[src/verilog/rlc_defines.svh]
`ifndef RLC_DEFINES_SVH
`define RLC_DEFINES_SVH
// ------------------------------------------------------------
// register byte offsets (one aligned 32-bit word each)
// ------------------------------------------------------------
`define RLC_OFS_CFG      8'h00
`define RLC_OFS_DELAY    8'h04
`define RLC_OFS_HOLD     8'h08
`define RLC_OFS_CMD      8'h0C
`define RLC_OFS_STATUS   8'h10
// ------------------------------------------------------------
// field positions
// ------------------------------------------------------------
`define RLC_CFG_SRC_LSB  0
`define RLC_CFG_SRC_MSB  5
`define RLC_CFG_POL_BIT  8
`define RLC_CFG_FB_BIT   9
// ------------------------------------------------------------
// source selector codes
// ------------------------------------------------------------
`define RLC_SRC_NONE     6'h00
`define RLC_SRC_FLT_FREE 6'h01
`define RLC_SRC_RUNNING  6'h02
`define RLC_SRC_BUS_CHG  6'h03
`define RLC_SRC_BRAKE    6'h04
`define RLC_SRC_MAINS    6'h05
`define RLC_SRC_OUTCONT  6'h06
`define RLC_SRC_SPOOL    6'h07
`define RLC_SRC_WOBBLE   6'h08
// ------------------------------------------------------------
// reset values and limits
// ------------------------------------------------------------
`define RLC_SRC_RST      `RLC_SRC_RUNNING
`define RLC_DELAY_RST    16'h0000
`define RLC_HOLD_RST     16'h0000
`define RLC_DELAY_MAX    16'hEA60
`define RLC_HOLD_MAX     16'h270F
// ------------------------------------------------------------
// timing
// ------------------------------------------------------------
`define RLC_MS_NS        1000000
`define RLC_CLK_NS       10
`define RLC_TICK_CYC     (`RLC_MS_NS / `RLC_CLK_NS)
`endif

[src/verilog/rlc_pkg.sv]
`include "rlc_defines.svh"
package rlc_pkg;
  // selector codes that steer forcing rules
  typedef enum logic [5:0] {
    RLC_SRC_NONE     = `RLC_SRC_NONE,
    RLC_SRC_FLT_FREE = `RLC_SRC_FLT_FREE,
    RLC_SRC_RUNNING  = `RLC_SRC_RUNNING,
    RLC_SRC_BUS_CHG  = `RLC_SRC_BUS_CHG,
    RLC_SRC_BRAKE    = `RLC_SRC_BRAKE,
    RLC_SRC_MAINS    = `RLC_SRC_MAINS,
    RLC_SRC_OUTCONT  = `RLC_SRC_OUTCONT,
    RLC_SRC_SPOOL    = `RLC_SRC_SPOOL,
    RLC_SRC_WOBBLE   = `RLC_SRC_WOBBLE
  } rlc_src_t;
  // filter states, gray along lo -> on -> hi -> off -> lo
  typedef enum logic [1:0] {
    RLC_ST_LO  = 2'h0,
    RLC_ST_ON  = 2'h1,
    RLC_ST_HI  = 2'h3,
    RLC_ST_OFF = 2'h2
  } rlc_state_t;
endpackage : rlc_pkg

[src/verilog/rlc_relay_cond.sv]
`timescale 1ns/1ps
`include "rlc_defines.svh"
// How it works
// - selector offers relay-one sources plus extras
// - rise waits for assertion delay, 0..60000
// - delay forced zero for protective sources
// - fall waits for release hold, 0..9999
// - hold forced zero for protective sources
// - polarity picks relay level, high default
// - polarity locked high for protective sources
// - fallback off unless source is unassigned
// - fallback: command bit, error disables relay
// - no fallback: error keeps relay state
// - hold and polarity still apply on error
module rlc_relay_cond import rlc_pkg::*; #(
  parameter int unsigned TICK_CYC = `RLC_TICK_CYC,  // clocks per ms
  parameter int          NSRC     = 64,             // status source lines
  parameter int          CMD_BIT  = 1               // command word bit used
) (
  // clock and reset
  input  wire logic        clock,
  input  wire logic        rst,
  // avalon-mm slave
  input  wire logic [7:0]  avs_address,
  input  wire logic        avs_read,
  input  wire logic        avs_write,
  input  wire logic [31:0] avs_writedata,
  input  wire logic [3:0]  avs_byteenable,
  output logic      [31:0] avs_readdata,
  output logic             avs_waitrequest,
  // drive status, same clock
  input  wire logic [NSRC-1:0] status_src,
  input  wire logic            error_detect,
  // relay coil drive
  output logic             second_relay_output
);
  // ------------------------------------------------------------
  // register state
  // ------------------------------------------------------------
  logic [5:0]  src_r;        // source selector
  logic        pol_r;        // 1 = low-active
  logic        fb_r;         // fallback_enable
  logic [15:0] delay_r;      // assert_delay in ms
  logic [15:0] hold_r;       // release_hold in ms
  logic [15:0] cmd_r;        // logic_output_command_word
  logic        last_in_r;    // last filter input, held on error
  logic        wait_r;       // waitrequest flop
  logic [31:0] rdata_r;      // read data flop
  logic        relay_r;      // coil level flop

  // byte-lane merge of a write into an old word
  function automatic logic [31:0] be_merge(input logic [31:0] old_v,
                                           input logic [31:0] new_v,
                                           input logic [3:0]  be);
    logic [31:0] res;
    res = old_v;
    for (int i = 0; i < 4; i++) begin
      if (be[i]) res[i*8 +: 8] = new_v[i*8 +: 8];
    end
    return res;
  endfunction : be_merge

  // ------------------------------------------------------------
  // bus decode
  // ------------------------------------------------------------
  // each access stalls one cycle; the write lands when wait is low
  wire        wr_go   = avs_write && !wait_r;
  wire        sel_cfg = (avs_address == `RLC_OFS_CFG);
  wire        sel_dly = (avs_address == `RLC_OFS_DELAY);
  wire        sel_hld = (avs_address == `RLC_OFS_HOLD);
  wire        sel_cmd = (avs_address == `RLC_OFS_CMD);
  wire        sel_sts = (avs_address == `RLC_OFS_STATUS);

  // current register words, used for merging and reading
  wire [31:0] cfg_word = {22'h000000, fb_r, pol_r, 2'h0, src_r};
  wire [31:0] dly_word = {16'h0000, delay_r};
  wire [31:0] hld_word = {16'h0000, hold_r};
  wire [31:0] cmd_word = {16'h0000, cmd_r};

  // merged write words
  wire [31:0] cfg_wm = be_merge(cfg_word, avs_writedata, avs_byteenable);
  wire [31:0] dly_wm = be_merge(dly_word, avs_writedata, avs_byteenable);
  wire [31:0] hld_wm = be_merge(hld_word, avs_writedata, avs_byteenable);
  wire [31:0] cmd_wm = be_merge(cmd_word, avs_writedata, avs_byteenable);

  // ------------------------------------------------------------
  // source selection and forcing
  // ------------------------------------------------------------
  // new selector takes effect with its own write
  wire [5:0] src_nxt = (wr_go && sel_cfg)
                       ? cfg_wm[`RLC_CFG_SRC_MSB:`RLC_CFG_SRC_LSB] : src_r;
  wire       unassigned = (src_nxt == RLC_SRC_NONE);

  // protective sources pin the timing to zero
  wire       force_dly = (src_nxt == RLC_SRC_FLT_FREE) || (src_nxt == RLC_SRC_BRAKE)
                      || (src_nxt == RLC_SRC_OUTCONT)  || (src_nxt == RLC_SRC_MAINS);
  wire       force_hld = (src_nxt == RLC_SRC_FLT_FREE) || (src_nxt == RLC_SRC_BRAKE)
                      || (src_nxt == RLC_SRC_MAINS);
  // polarity lock includes bus charged but not output contactor
  wire       pol_lock  = (src_nxt == RLC_SRC_FLT_FREE) || (src_nxt == RLC_SRC_BRAKE)
                      || (src_nxt == RLC_SRC_BUS_CHG)  || (src_nxt == RLC_SRC_MAINS);

  // values written over the bus, saturated at their ranges
  wire [15:0] dly_sat = (dly_wm[15:0] > `RLC_DELAY_MAX) ? `RLC_DELAY_MAX : dly_wm[15:0];
  wire [15:0] hld_sat = (hld_wm[15:0] > `RLC_HOLD_MAX) ? `RLC_HOLD_MAX : hld_wm[15:0];

  // next register values, forcing wins over any write
  wire [15:0] delay_nxt = force_dly ? 16'h0000
                        : (wr_go && sel_dly) ? dly_sat : delay_r;
  wire [15:0] hold_nxt  = force_hld ? 16'h0000
                        : (wr_go && sel_hld) ? hld_sat : hold_r;
  wire        pol_nxt   = pol_lock ? 1'b0
                        : (wr_go && sel_cfg) ? cfg_wm[`RLC_CFG_POL_BIT] : pol_r;
  wire        fb_nxt    = !unassigned ? 1'b0
                        : (wr_go && sel_cfg) ? cfg_wm[`RLC_CFG_FB_BIT] : fb_r;

  // ------------------------------------------------------------
  // filter input selection
  // ------------------------------------------------------------
  // every code indexes a status line; extended codes are wired up too
  wire        src_lvl = status_src[src_r];
  wire        cmd_lvl = cmd_r[CMD_BIT];
  // unassigned relay: command bit, or on error 0 / held last value
  wire        unas_lvl = !error_detect ? cmd_lvl
                       : fb_r ? 1'b0
                       : last_in_r;
  // error feeds the filter, so hold and polarity still act
  wire        filt_in  = (src_r == RLC_SRC_NONE) ? unas_lvl : src_lvl;
  wire        filt_out;
  wire        filt_busy;
  wire        ms_tick;

  // ------------------------------------------------------------
  // submodules
  // ------------------------------------------------------------
  rlc_tick #(
    .CYC (TICK_CYC)
  ) u_tick (
    .clock (clock),
    .rst   (rst),
    .tick  (ms_tick)
  );

  rlc_filter #(
    .DW (16)
  ) u_filter (
    .clock    (clock),
    .rst      (rst),
    .tick     (ms_tick),
    .delay_ms (delay_r),
    .hold_ms  (hold_r),
    .in_lvl   (filt_in),
    .out_lvl  (filt_out),
    .busy     (filt_busy)
  );

  // ------------------------------------------------------------
  // read mux
  // ------------------------------------------------------------
  // status shows live state; unmapped words read zero
  wire [31:0] sts_word = {27'h0000000, error_detect, filt_busy,
                          filt_in, filt_out, relay_r};
  wire [31:0] rd_mux = sel_cfg ? cfg_word
                     : sel_dly ? dly_word
                     : sel_hld ? hld_word
                     : sel_cmd ? cmd_word
                     : sel_sts ? sts_word
                     : 32'h00000000;

  // ------------------------------------------------------------
  // bus handshake
  // ------------------------------------------------------------
  // wait drops for one cycle per request, read data ready then
  always_ff @(posedge clock) begin
    if (rst) begin
      wait_r  <= 1'b1;
      rdata_r <= 32'h00000000;
    end else begin
      wait_r <= !((avs_read || avs_write) && wait_r);
      if (avs_read && wait_r) rdata_r <= rd_mux;
    end
  end

  // ------------------------------------------------------------
  // configuration registers
  // ------------------------------------------------------------
  always_ff @(posedge clock) begin
    if (rst) begin
      src_r   <= `RLC_SRC_RST;       // drive running
      pol_r   <= 1'b0;               // high-active
      fb_r    <= 1'b0;               // fallback off
      delay_r <= `RLC_DELAY_RST;
      hold_r  <= `RLC_HOLD_RST;
      cmd_r   <= 16'h0000;
    end else begin
      src_r   <= src_nxt;
      pol_r   <= pol_nxt;
      fb_r    <= fb_nxt;
      delay_r <= delay_nxt;
      hold_r  <= hold_nxt;
      if (wr_go && sel_cmd) cmd_r <= cmd_wm[15:0];
    end
  end

  // ------------------------------------------------------------
  // output stage
  // ------------------------------------------------------------
  // polarity after the filter, so timing is on the source sense
  always_ff @(posedge clock) begin
    if (rst) begin
      last_in_r <= 1'b0;
      relay_r   <= 1'b0;
    end else begin
      last_in_r <= filt_in;
      relay_r   <= filt_out ^ pol_r;
    end
  end

  assign avs_waitrequest     = wait_r;
  assign avs_readdata        = rdata_r;
  assign second_relay_output = relay_r;
endmodule : rlc_relay_cond

[src/verilog/rlc_tick.sv]
`timescale 1ns/1ps
// ------------------------------------------------------------
// millisecond enable divider
// ------------------------------------------------------------
module rlc_tick import rlc_pkg::*; #(
  parameter int unsigned CYC = 100000
) (
  // clock and reset
  input  wire logic clock,
  input  wire logic rst,
  // one-cycle enable every CYC clocks
  output logic      tick
);
  localparam int CW = $clog2(CYC);
  logic [CW-1:0] cnt_r;  // free running divider
  wire           wrap = (cnt_r == CW'(CYC - 1));

  // divider and pulse
  always_ff @(posedge clock) begin
    if (rst) begin
      cnt_r <= '0;
      tick  <= 1'b0;
    end else begin
      cnt_r <= wrap ? '0 : cnt_r + 1'b1;
      tick  <= wrap;
    end
  end
endmodule : rlc_tick

[src/verilog/rlc_filter.sv]
`timescale 1ns/1ps
`include "rlc_defines.svh"
// ------------------------------------------------------------
// assertion delay / release hold filter
// ------------------------------------------------------------
module rlc_filter import rlc_pkg::*; #(
  parameter int DW = 16
) (
  // clock and reset
  input  wire logic          clock,
  input  wire logic          rst,
  // timing
  input  wire logic          tick,
  input  wire logic [DW-1:0] delay_ms,
  input  wire logic [DW-1:0] hold_ms,
  // level in and out
  input  wire logic          in_lvl,
  output logic               out_lvl,
  output logic               busy
);
  rlc_state_t    state_r, state_nxt;  // filter state
  logic [DW-1:0] cnt_r, cnt_nxt;      // elapsed ms ticks

  // limit of the running wait; counting to limit+1 ticks is never early
  wire [DW-1:0] limit = (state_r == RLC_ST_ON) ? delay_ms : hold_ms;
  wire          done  = tick && (cnt_r == limit);

  // next state
  always_comb begin
    state_nxt = state_r;
    cnt_nxt   = cnt_r;
    case (state_r)
      RLC_ST_LO: begin
        cnt_nxt = '0;
        if (in_lvl) state_nxt = (delay_ms == '0) ? RLC_ST_HI : RLC_ST_ON;
      end
      RLC_ST_ON: begin
        if (!in_lvl) state_nxt = RLC_ST_LO;          // pending rise dropped
        else if (done) state_nxt = RLC_ST_HI;
        else if (tick) cnt_nxt = cnt_r + 1'b1;
      end
      RLC_ST_HI: begin
        cnt_nxt = '0;
        if (!in_lvl) state_nxt = (hold_ms == '0) ? RLC_ST_LO : RLC_ST_OFF;
      end
      RLC_ST_OFF: begin
        if (in_lvl) state_nxt = RLC_ST_HI;           // pending fall dropped
        else if (done) state_nxt = RLC_ST_LO;
        else if (tick) cnt_nxt = cnt_r + 1'b1;
      end
      default: begin
        state_nxt = RLC_ST_LO;
        cnt_nxt   = '0;
      end
    endcase
  end

  // state registers
  always_ff @(posedge clock) begin
    if (rst) begin
      state_r <= RLC_ST_LO;
      cnt_r   <= '0;
    end else begin
      state_r <= state_nxt;
      cnt_r   <= (state_nxt != state_r) ? '0 : cnt_nxt;
    end
  end

  assign out_lvl = (state_r == RLC_ST_HI) || (state_r == RLC_ST_OFF);
  assign busy    = (state_r == RLC_ST_ON) || (state_r == RLC_ST_OFF);
endmodule : rlc_filter

[config.mk]
export PLATFORM = sky130hd
export DESIGN_NAME = rlc_relay_cond
export DESIGN_NICKNAME = d
export VERILOG_FILES = /design/src/verilog/rlc_pkg.sv /design/src/verilog/rlc_relay_cond.sv /design/src/verilog/rlc_tick.sv /design/src/verilog/rlc_filter.sv
export VERILOG_INCLUDE_DIRS = /design/src /design/src/verilog
export SDC_FILE = /design/constraint.sdc
export NUM_CORES = 1
export LEC_CHECK = 0
export BUFFER_PORTS_ARGS = -buffer_cell sky130_fd_sc_hd__buf_2
export CAP_MARGIN = 20
export CORE_MARGIN = 5
export CORE_UTILIZATION = 50
export CTS_BUF_LIST = sky130_fd_sc_hd__clkbuf_4
export DETAILED_ROUTE_END_ITERATION = 16
export PLACE_DENSITY = 0.74
export SKIP_LAST_GASP = 1
export SYNTH_ARGS = -nofsm -noshare
export SYNTH_HDL_FRONTEND = slang
export SYNTH_HIERARCHICAL = 1
export SYNTH_SLANG_ARGS = --single-unit
[constraint.sdc]
create_clock -name clock -period 9.3 [get_ports clock]
set_clock_uncertainty 0.15 [all_clocks]
set_input_delay 0 -clock clock [delete_from_list [all_inputs] [get_ports clock]]
set_output_delay 0 -clock clock [all_outputs]
set_load 0.005 [all_outputs]
==> implementation parameters <==
Parameter                              Value

Yosys
  Seq cells post-synth    ~110
  Per-instance average area after synthesis    between 8 and 9 um2
  Number of synthesis warnings    6
  Synthesized netlist cell count    just under 800
  Area of the mapped netlist    around 6900 um2
  Most used flip-flop cell after synthesis    sky130_fd_sc_hd__dfxtp_1
  Yosys cell types    96
  Count of flip-flops with a built-in enable after synthesis    0
  Post-synthesis sequential area ratio    0.322
  Share of flip-flops with an asynchronous set or reset after synthesis    0

Die
  Total core area    roughly 14,000 um2
  I/O pin cnt    roughly 150
  Horizontal extent of the die    127 um
  Initial core utilization    0.503
  Count of standard-cell rows    43
  Die height    127 um
  Total die area    16,200 um2

Clocking
  CTS sink cnt    111
  Clock tree from TritonCTS    built
  Clock transition time at the flip-flop clock pins of the worst setup and hold paths    between 0.15 and 0.2 ns
  Clock buffer count from CTS    9
  Buffer levels on the longest clock path    2
  Worst skew pair latency    0.48 ns
  Post-cts resize count    0
  Clock H-tree levels    3
  Number of buffers added for setup after CTS    0
  Clk Tree Root Cell    sky130_fd_sc_hd__clkbuf_4

Global route
  Vias in the first global route    roughly 6,200
  Largest net degree at the start of global routing    46
  Total grt overflow    0
  Wire length of the first global-routing pass    31,500 um
  Combined global-route utilization of all metal layers    0.237
  Initial antenna violation count    1

Layout
  Share of the core filled with cells    0.593
  Final cell area excluding filler cells    8130 um2
  Share of layout cells above drive strength 1    0.223
  Final net count    1,046
  Area growth, synth to finish    17.9%

STA
  Fmax    about 0.21 GHz
  Minimum period implied by the final worst setup slack    between 4 and 5 ns
  Worst Max-Slew Pin Slew    roughly 0.95 ns
  RSZ-0062 raised after global routing    no
  Hold Violations, Final    0
  Setup TNS    0 ns
  Number of max-slew violations in the final report    0
  Hold slack final    about 0.17 ns
  Setup-failing EPs final    0
  Max transition margin    0.364
  Ratio of final minimum period to clock period    0.520

Worst setup path
  Data required time at the worst endpoint    9.48 ns
  Startpoint class of the critical path    register
  Crit Reg-Reg Startpoint    src_r[0]$_SDFF_PP0_
  Kind of capture point of the worst setup path    register
  Launching instance or port of the critical path    src_r[0]$_SDFF_PP0_
  WS Path Type    reg -> reg
  Max Fanout on Critical Path    16
  Critical path arrival    approximately 5 ns

Detailed routing
  Vias    6,520
  Number of routed nets with antenna violations    0
  Detailed-router iteration count before antenna repair    5
  Post-detailed-route via-to-cell ratio    about 5.9
  Remaining routing DRC violations    0
  Aggregate routed wire length    19,500 um
  DRC violation total after the first TritonRoute iteration    approximately 460
  Average detailed-routed wire length per instance    17.6 um

Flow run
  Max-cap check violation count    0

Pwr
  Pwr Density    roughly 130 nW/um2
  P_leak    approximately 0.0030 uW
  Largest vdd supply drop    0.0000808 V

Place
  Count of input and output buffers    around 110
  Weighted congestion at the end of routability-driven global placement    0.914
  Post-DP HPWL    ~14,000 um
  Dpl cell area    ~7400 um2

Status
  Outcome    finished clean

Min path
  Hold Startpoint    avs_address[2]
  Type of the worst min-delay path    in -> reg
-- worst paths after layout --
kind,cells after the start,slack [ns],end
worst max-delay path,13,4.47,u_filter/cnt_r[12]$_SDFFE_PP0P_
worst min-delay path,5,0.17,avs_readdata[1]$_SDFFE_PP0P_
worst max register to register,13,4.47,u_filter/cnt_r[12]$_SDFFE_PP0P_
worst min register to register,2,0.31,avs_readdata[8]$_SDFFE_PP0P_
-- cell usage after synthesis, drive strengths merged (9+ instances only) --
master  count  share of area
a21oi      52          0.039
a22oi      21          0.023
and3       12          0.011
buf        32          0.034
clkbuf     26          0.014
dfxtp     111           0.32
inv        27          0.015
mux2       13          0.022
mux2i      29          0.044
mux4       19          0.062
nand2      84          0.047
nand2b      9         0.0082
nand3      24          0.018
nand4      10          0.012
nor2       77          0.043
nor2b       9         0.0082
nor3       30          0.025
nor4       25          0.030
o21ai      19          0.014
xnor2      30          0.038
-- worst max-delay path: stages, from the launching register on --
cell	delay [ns]
sky130_fd_sc_hd__dfxtp_1	0.72
sky130_fd_sc_hd__buf_4	0.34
sky130_fd_sc_hd__or4b_2	0.61
sky130_fd_sc_hd__o32ai_1	0.23
sky130_fd_sc_hd__nor4b_1	0.11
sky130_fd_sc_hd__o311a_1	0.35
sky130_fd_sc_hd__and2_1	0.30
sky130_fd_sc_hd__a21oi_1	0.36
sky130_fd_sc_hd__and4_1	0.27
sky130_fd_sc_hd__a22oi_1	0.14
sky130_fd_sc_hd__or3b_1	0.38
sky130_fd_sc_hd__a31o_2	0.25
sky130_fd_sc_hd__o211ai_2	0.30
sky130_fd_sc_hd__nor4_1	0.15
-- routing by layer --
| layer | wire (um) | GRT usage | vias to the layer above | share of wire |
|---|---|---|---|---|
| met4 | 338 | 0.0713 | 0 | 0.017 |
| met3 | 1510 | 0.0418 | 23 | 0.077 |
| met2 | 9320 | 0.390 | 256 | 0.48 |
| met1 | 8340 | 0.320 | 3083 | 0.43 |
| met5 | 0 | 0 | - | 0 |
| li1 | - | - | 3158 | - |
-- layout by cell type (no fill, tap or decap), types with 5 or more instances in the layout --
cell type,Yosys,layout
sky130_fd_sc_hd__conb_1,1,16
sky130_fd_sc_hd__a21oi_1,50,50
sky130_fd_sc_hd__a31oi_1,7,7
sky130_fd_sc_hd__nand4_1,8,8
sky130_fd_sc_hd__ha_1,8,8
sky130_fd_sc_hd__mux2_2,11,11
sky130_fd_sc_hd__nor2_1,75,75
sky130_fd_sc_hd__inv_1,27,27
sky130_fd_sc_hd__o22ai_1,8,8
sky130_fd_sc_hd__a221oi_1,5,5
sky130_fd_sc_hd__clkbuf_4,0,9
sky130_fd_sc_hd__mux4_2,19,19
sky130_fd_sc_hd__mux2i_1,28,28
sky130_fd_sc_hd__nand3b_1,6,6
sky130_fd_sc_hd__nand2_1,83,83
sky130_fd_sc_hd__buf_2,6,111
sky130_fd_sc_hd__nor4_1,18,18
sky130_fd_sc_hd__nand3_1,23,23
sky130_fd_sc_hd__a211oi_1,5,5
sky130_fd_sc_hd__xnor2_1,30,30
sky130_fd_sc_hd__nor4_2,6,6
sky130_fd_sc_hd__o21ai_0,17,17
sky130_fd_sc_hd__buf_4,19,5
sky130_fd_sc_hd__nor2b_1,9,9
sky130_fd_sc_hd__nor3_1,27,27
sky130_fd_sc_hd__and3_1,12,12
sky130_fd_sc_hd__a22oi_1,21,21
sky130_fd_sc_hd__dfxtp_1,111,111
sky130_fd_sc_hd__dlygate4sd3_1,0,52
sky130_fd_sc_hd__nand2b_1,9,9
-- where the power goes --
part	switching [uW]	internal, uW
Sequential	10.4	484
Clock	172	113
Combinational	157	99.9
-- timing repair --
item / 4_1_cts / 5_1_grt
hold buffers: 52 / 0
endpoints found under the setup margin: 0 / 0
hold endpoints to repair: 77 / 0
-- per-stage QoR --
| step | total power, uW | instances | setup slack, ns |
|---|---|---|---|
| after CTS | 1040 | 1110 | 4.54 |
| after global routing | 1090 | 1111 | 4.24 |
| after detailed placement | 747 | 1042 | 4.55 |
| after global placement | 745 | 1042 | 4.59 |
| final | 1040 | 1111 | 4.47 |
| after floorplan | 692 | 804 | 5.39 |
-- final cells by class --
cell class              count  area, um2
repair buffers            168       1110
multi-input cells         608       4300
inverters                  27        101
diodes                      1       2.50
clock inverters             7        105
well taps                 180        225
clock buffers               9       67.6
fillers                  1196       5590
flip-flops and latches    111       2220
-- flip-flops by register name (all words and copies together) (netlist names) --
register / count
u_filter/cnt_r: 16
cmd_r: 16
second_relay_output: 1
avs_readdata: 16
src_r: 6
fb_r: 1
hold_r: 16
u_filter/state_r: 2
avs_waitrequest: 1
pol_r: 1
last_in_r: 1
delay_r: 16
u_tick/tick: 1
u_tick/cnt_r: 17
-- kinds of logic after synthesis --
kind of cell	count (synthesis)	share of synthesized area
AND/OR/NAND/NOR	322	0.253
AO/OA/AOI/OAI	167	0.175
flip-flops	111	0.322
buffers and inverters	85	0.0635
multiplexers	61	0.128
XOR/XNOR	34	0.0432
adder cells (fa/ha/maj)	8	0.0145
other	1	0.000544
No activity file was read; power rests on OpenSTA's default activity.
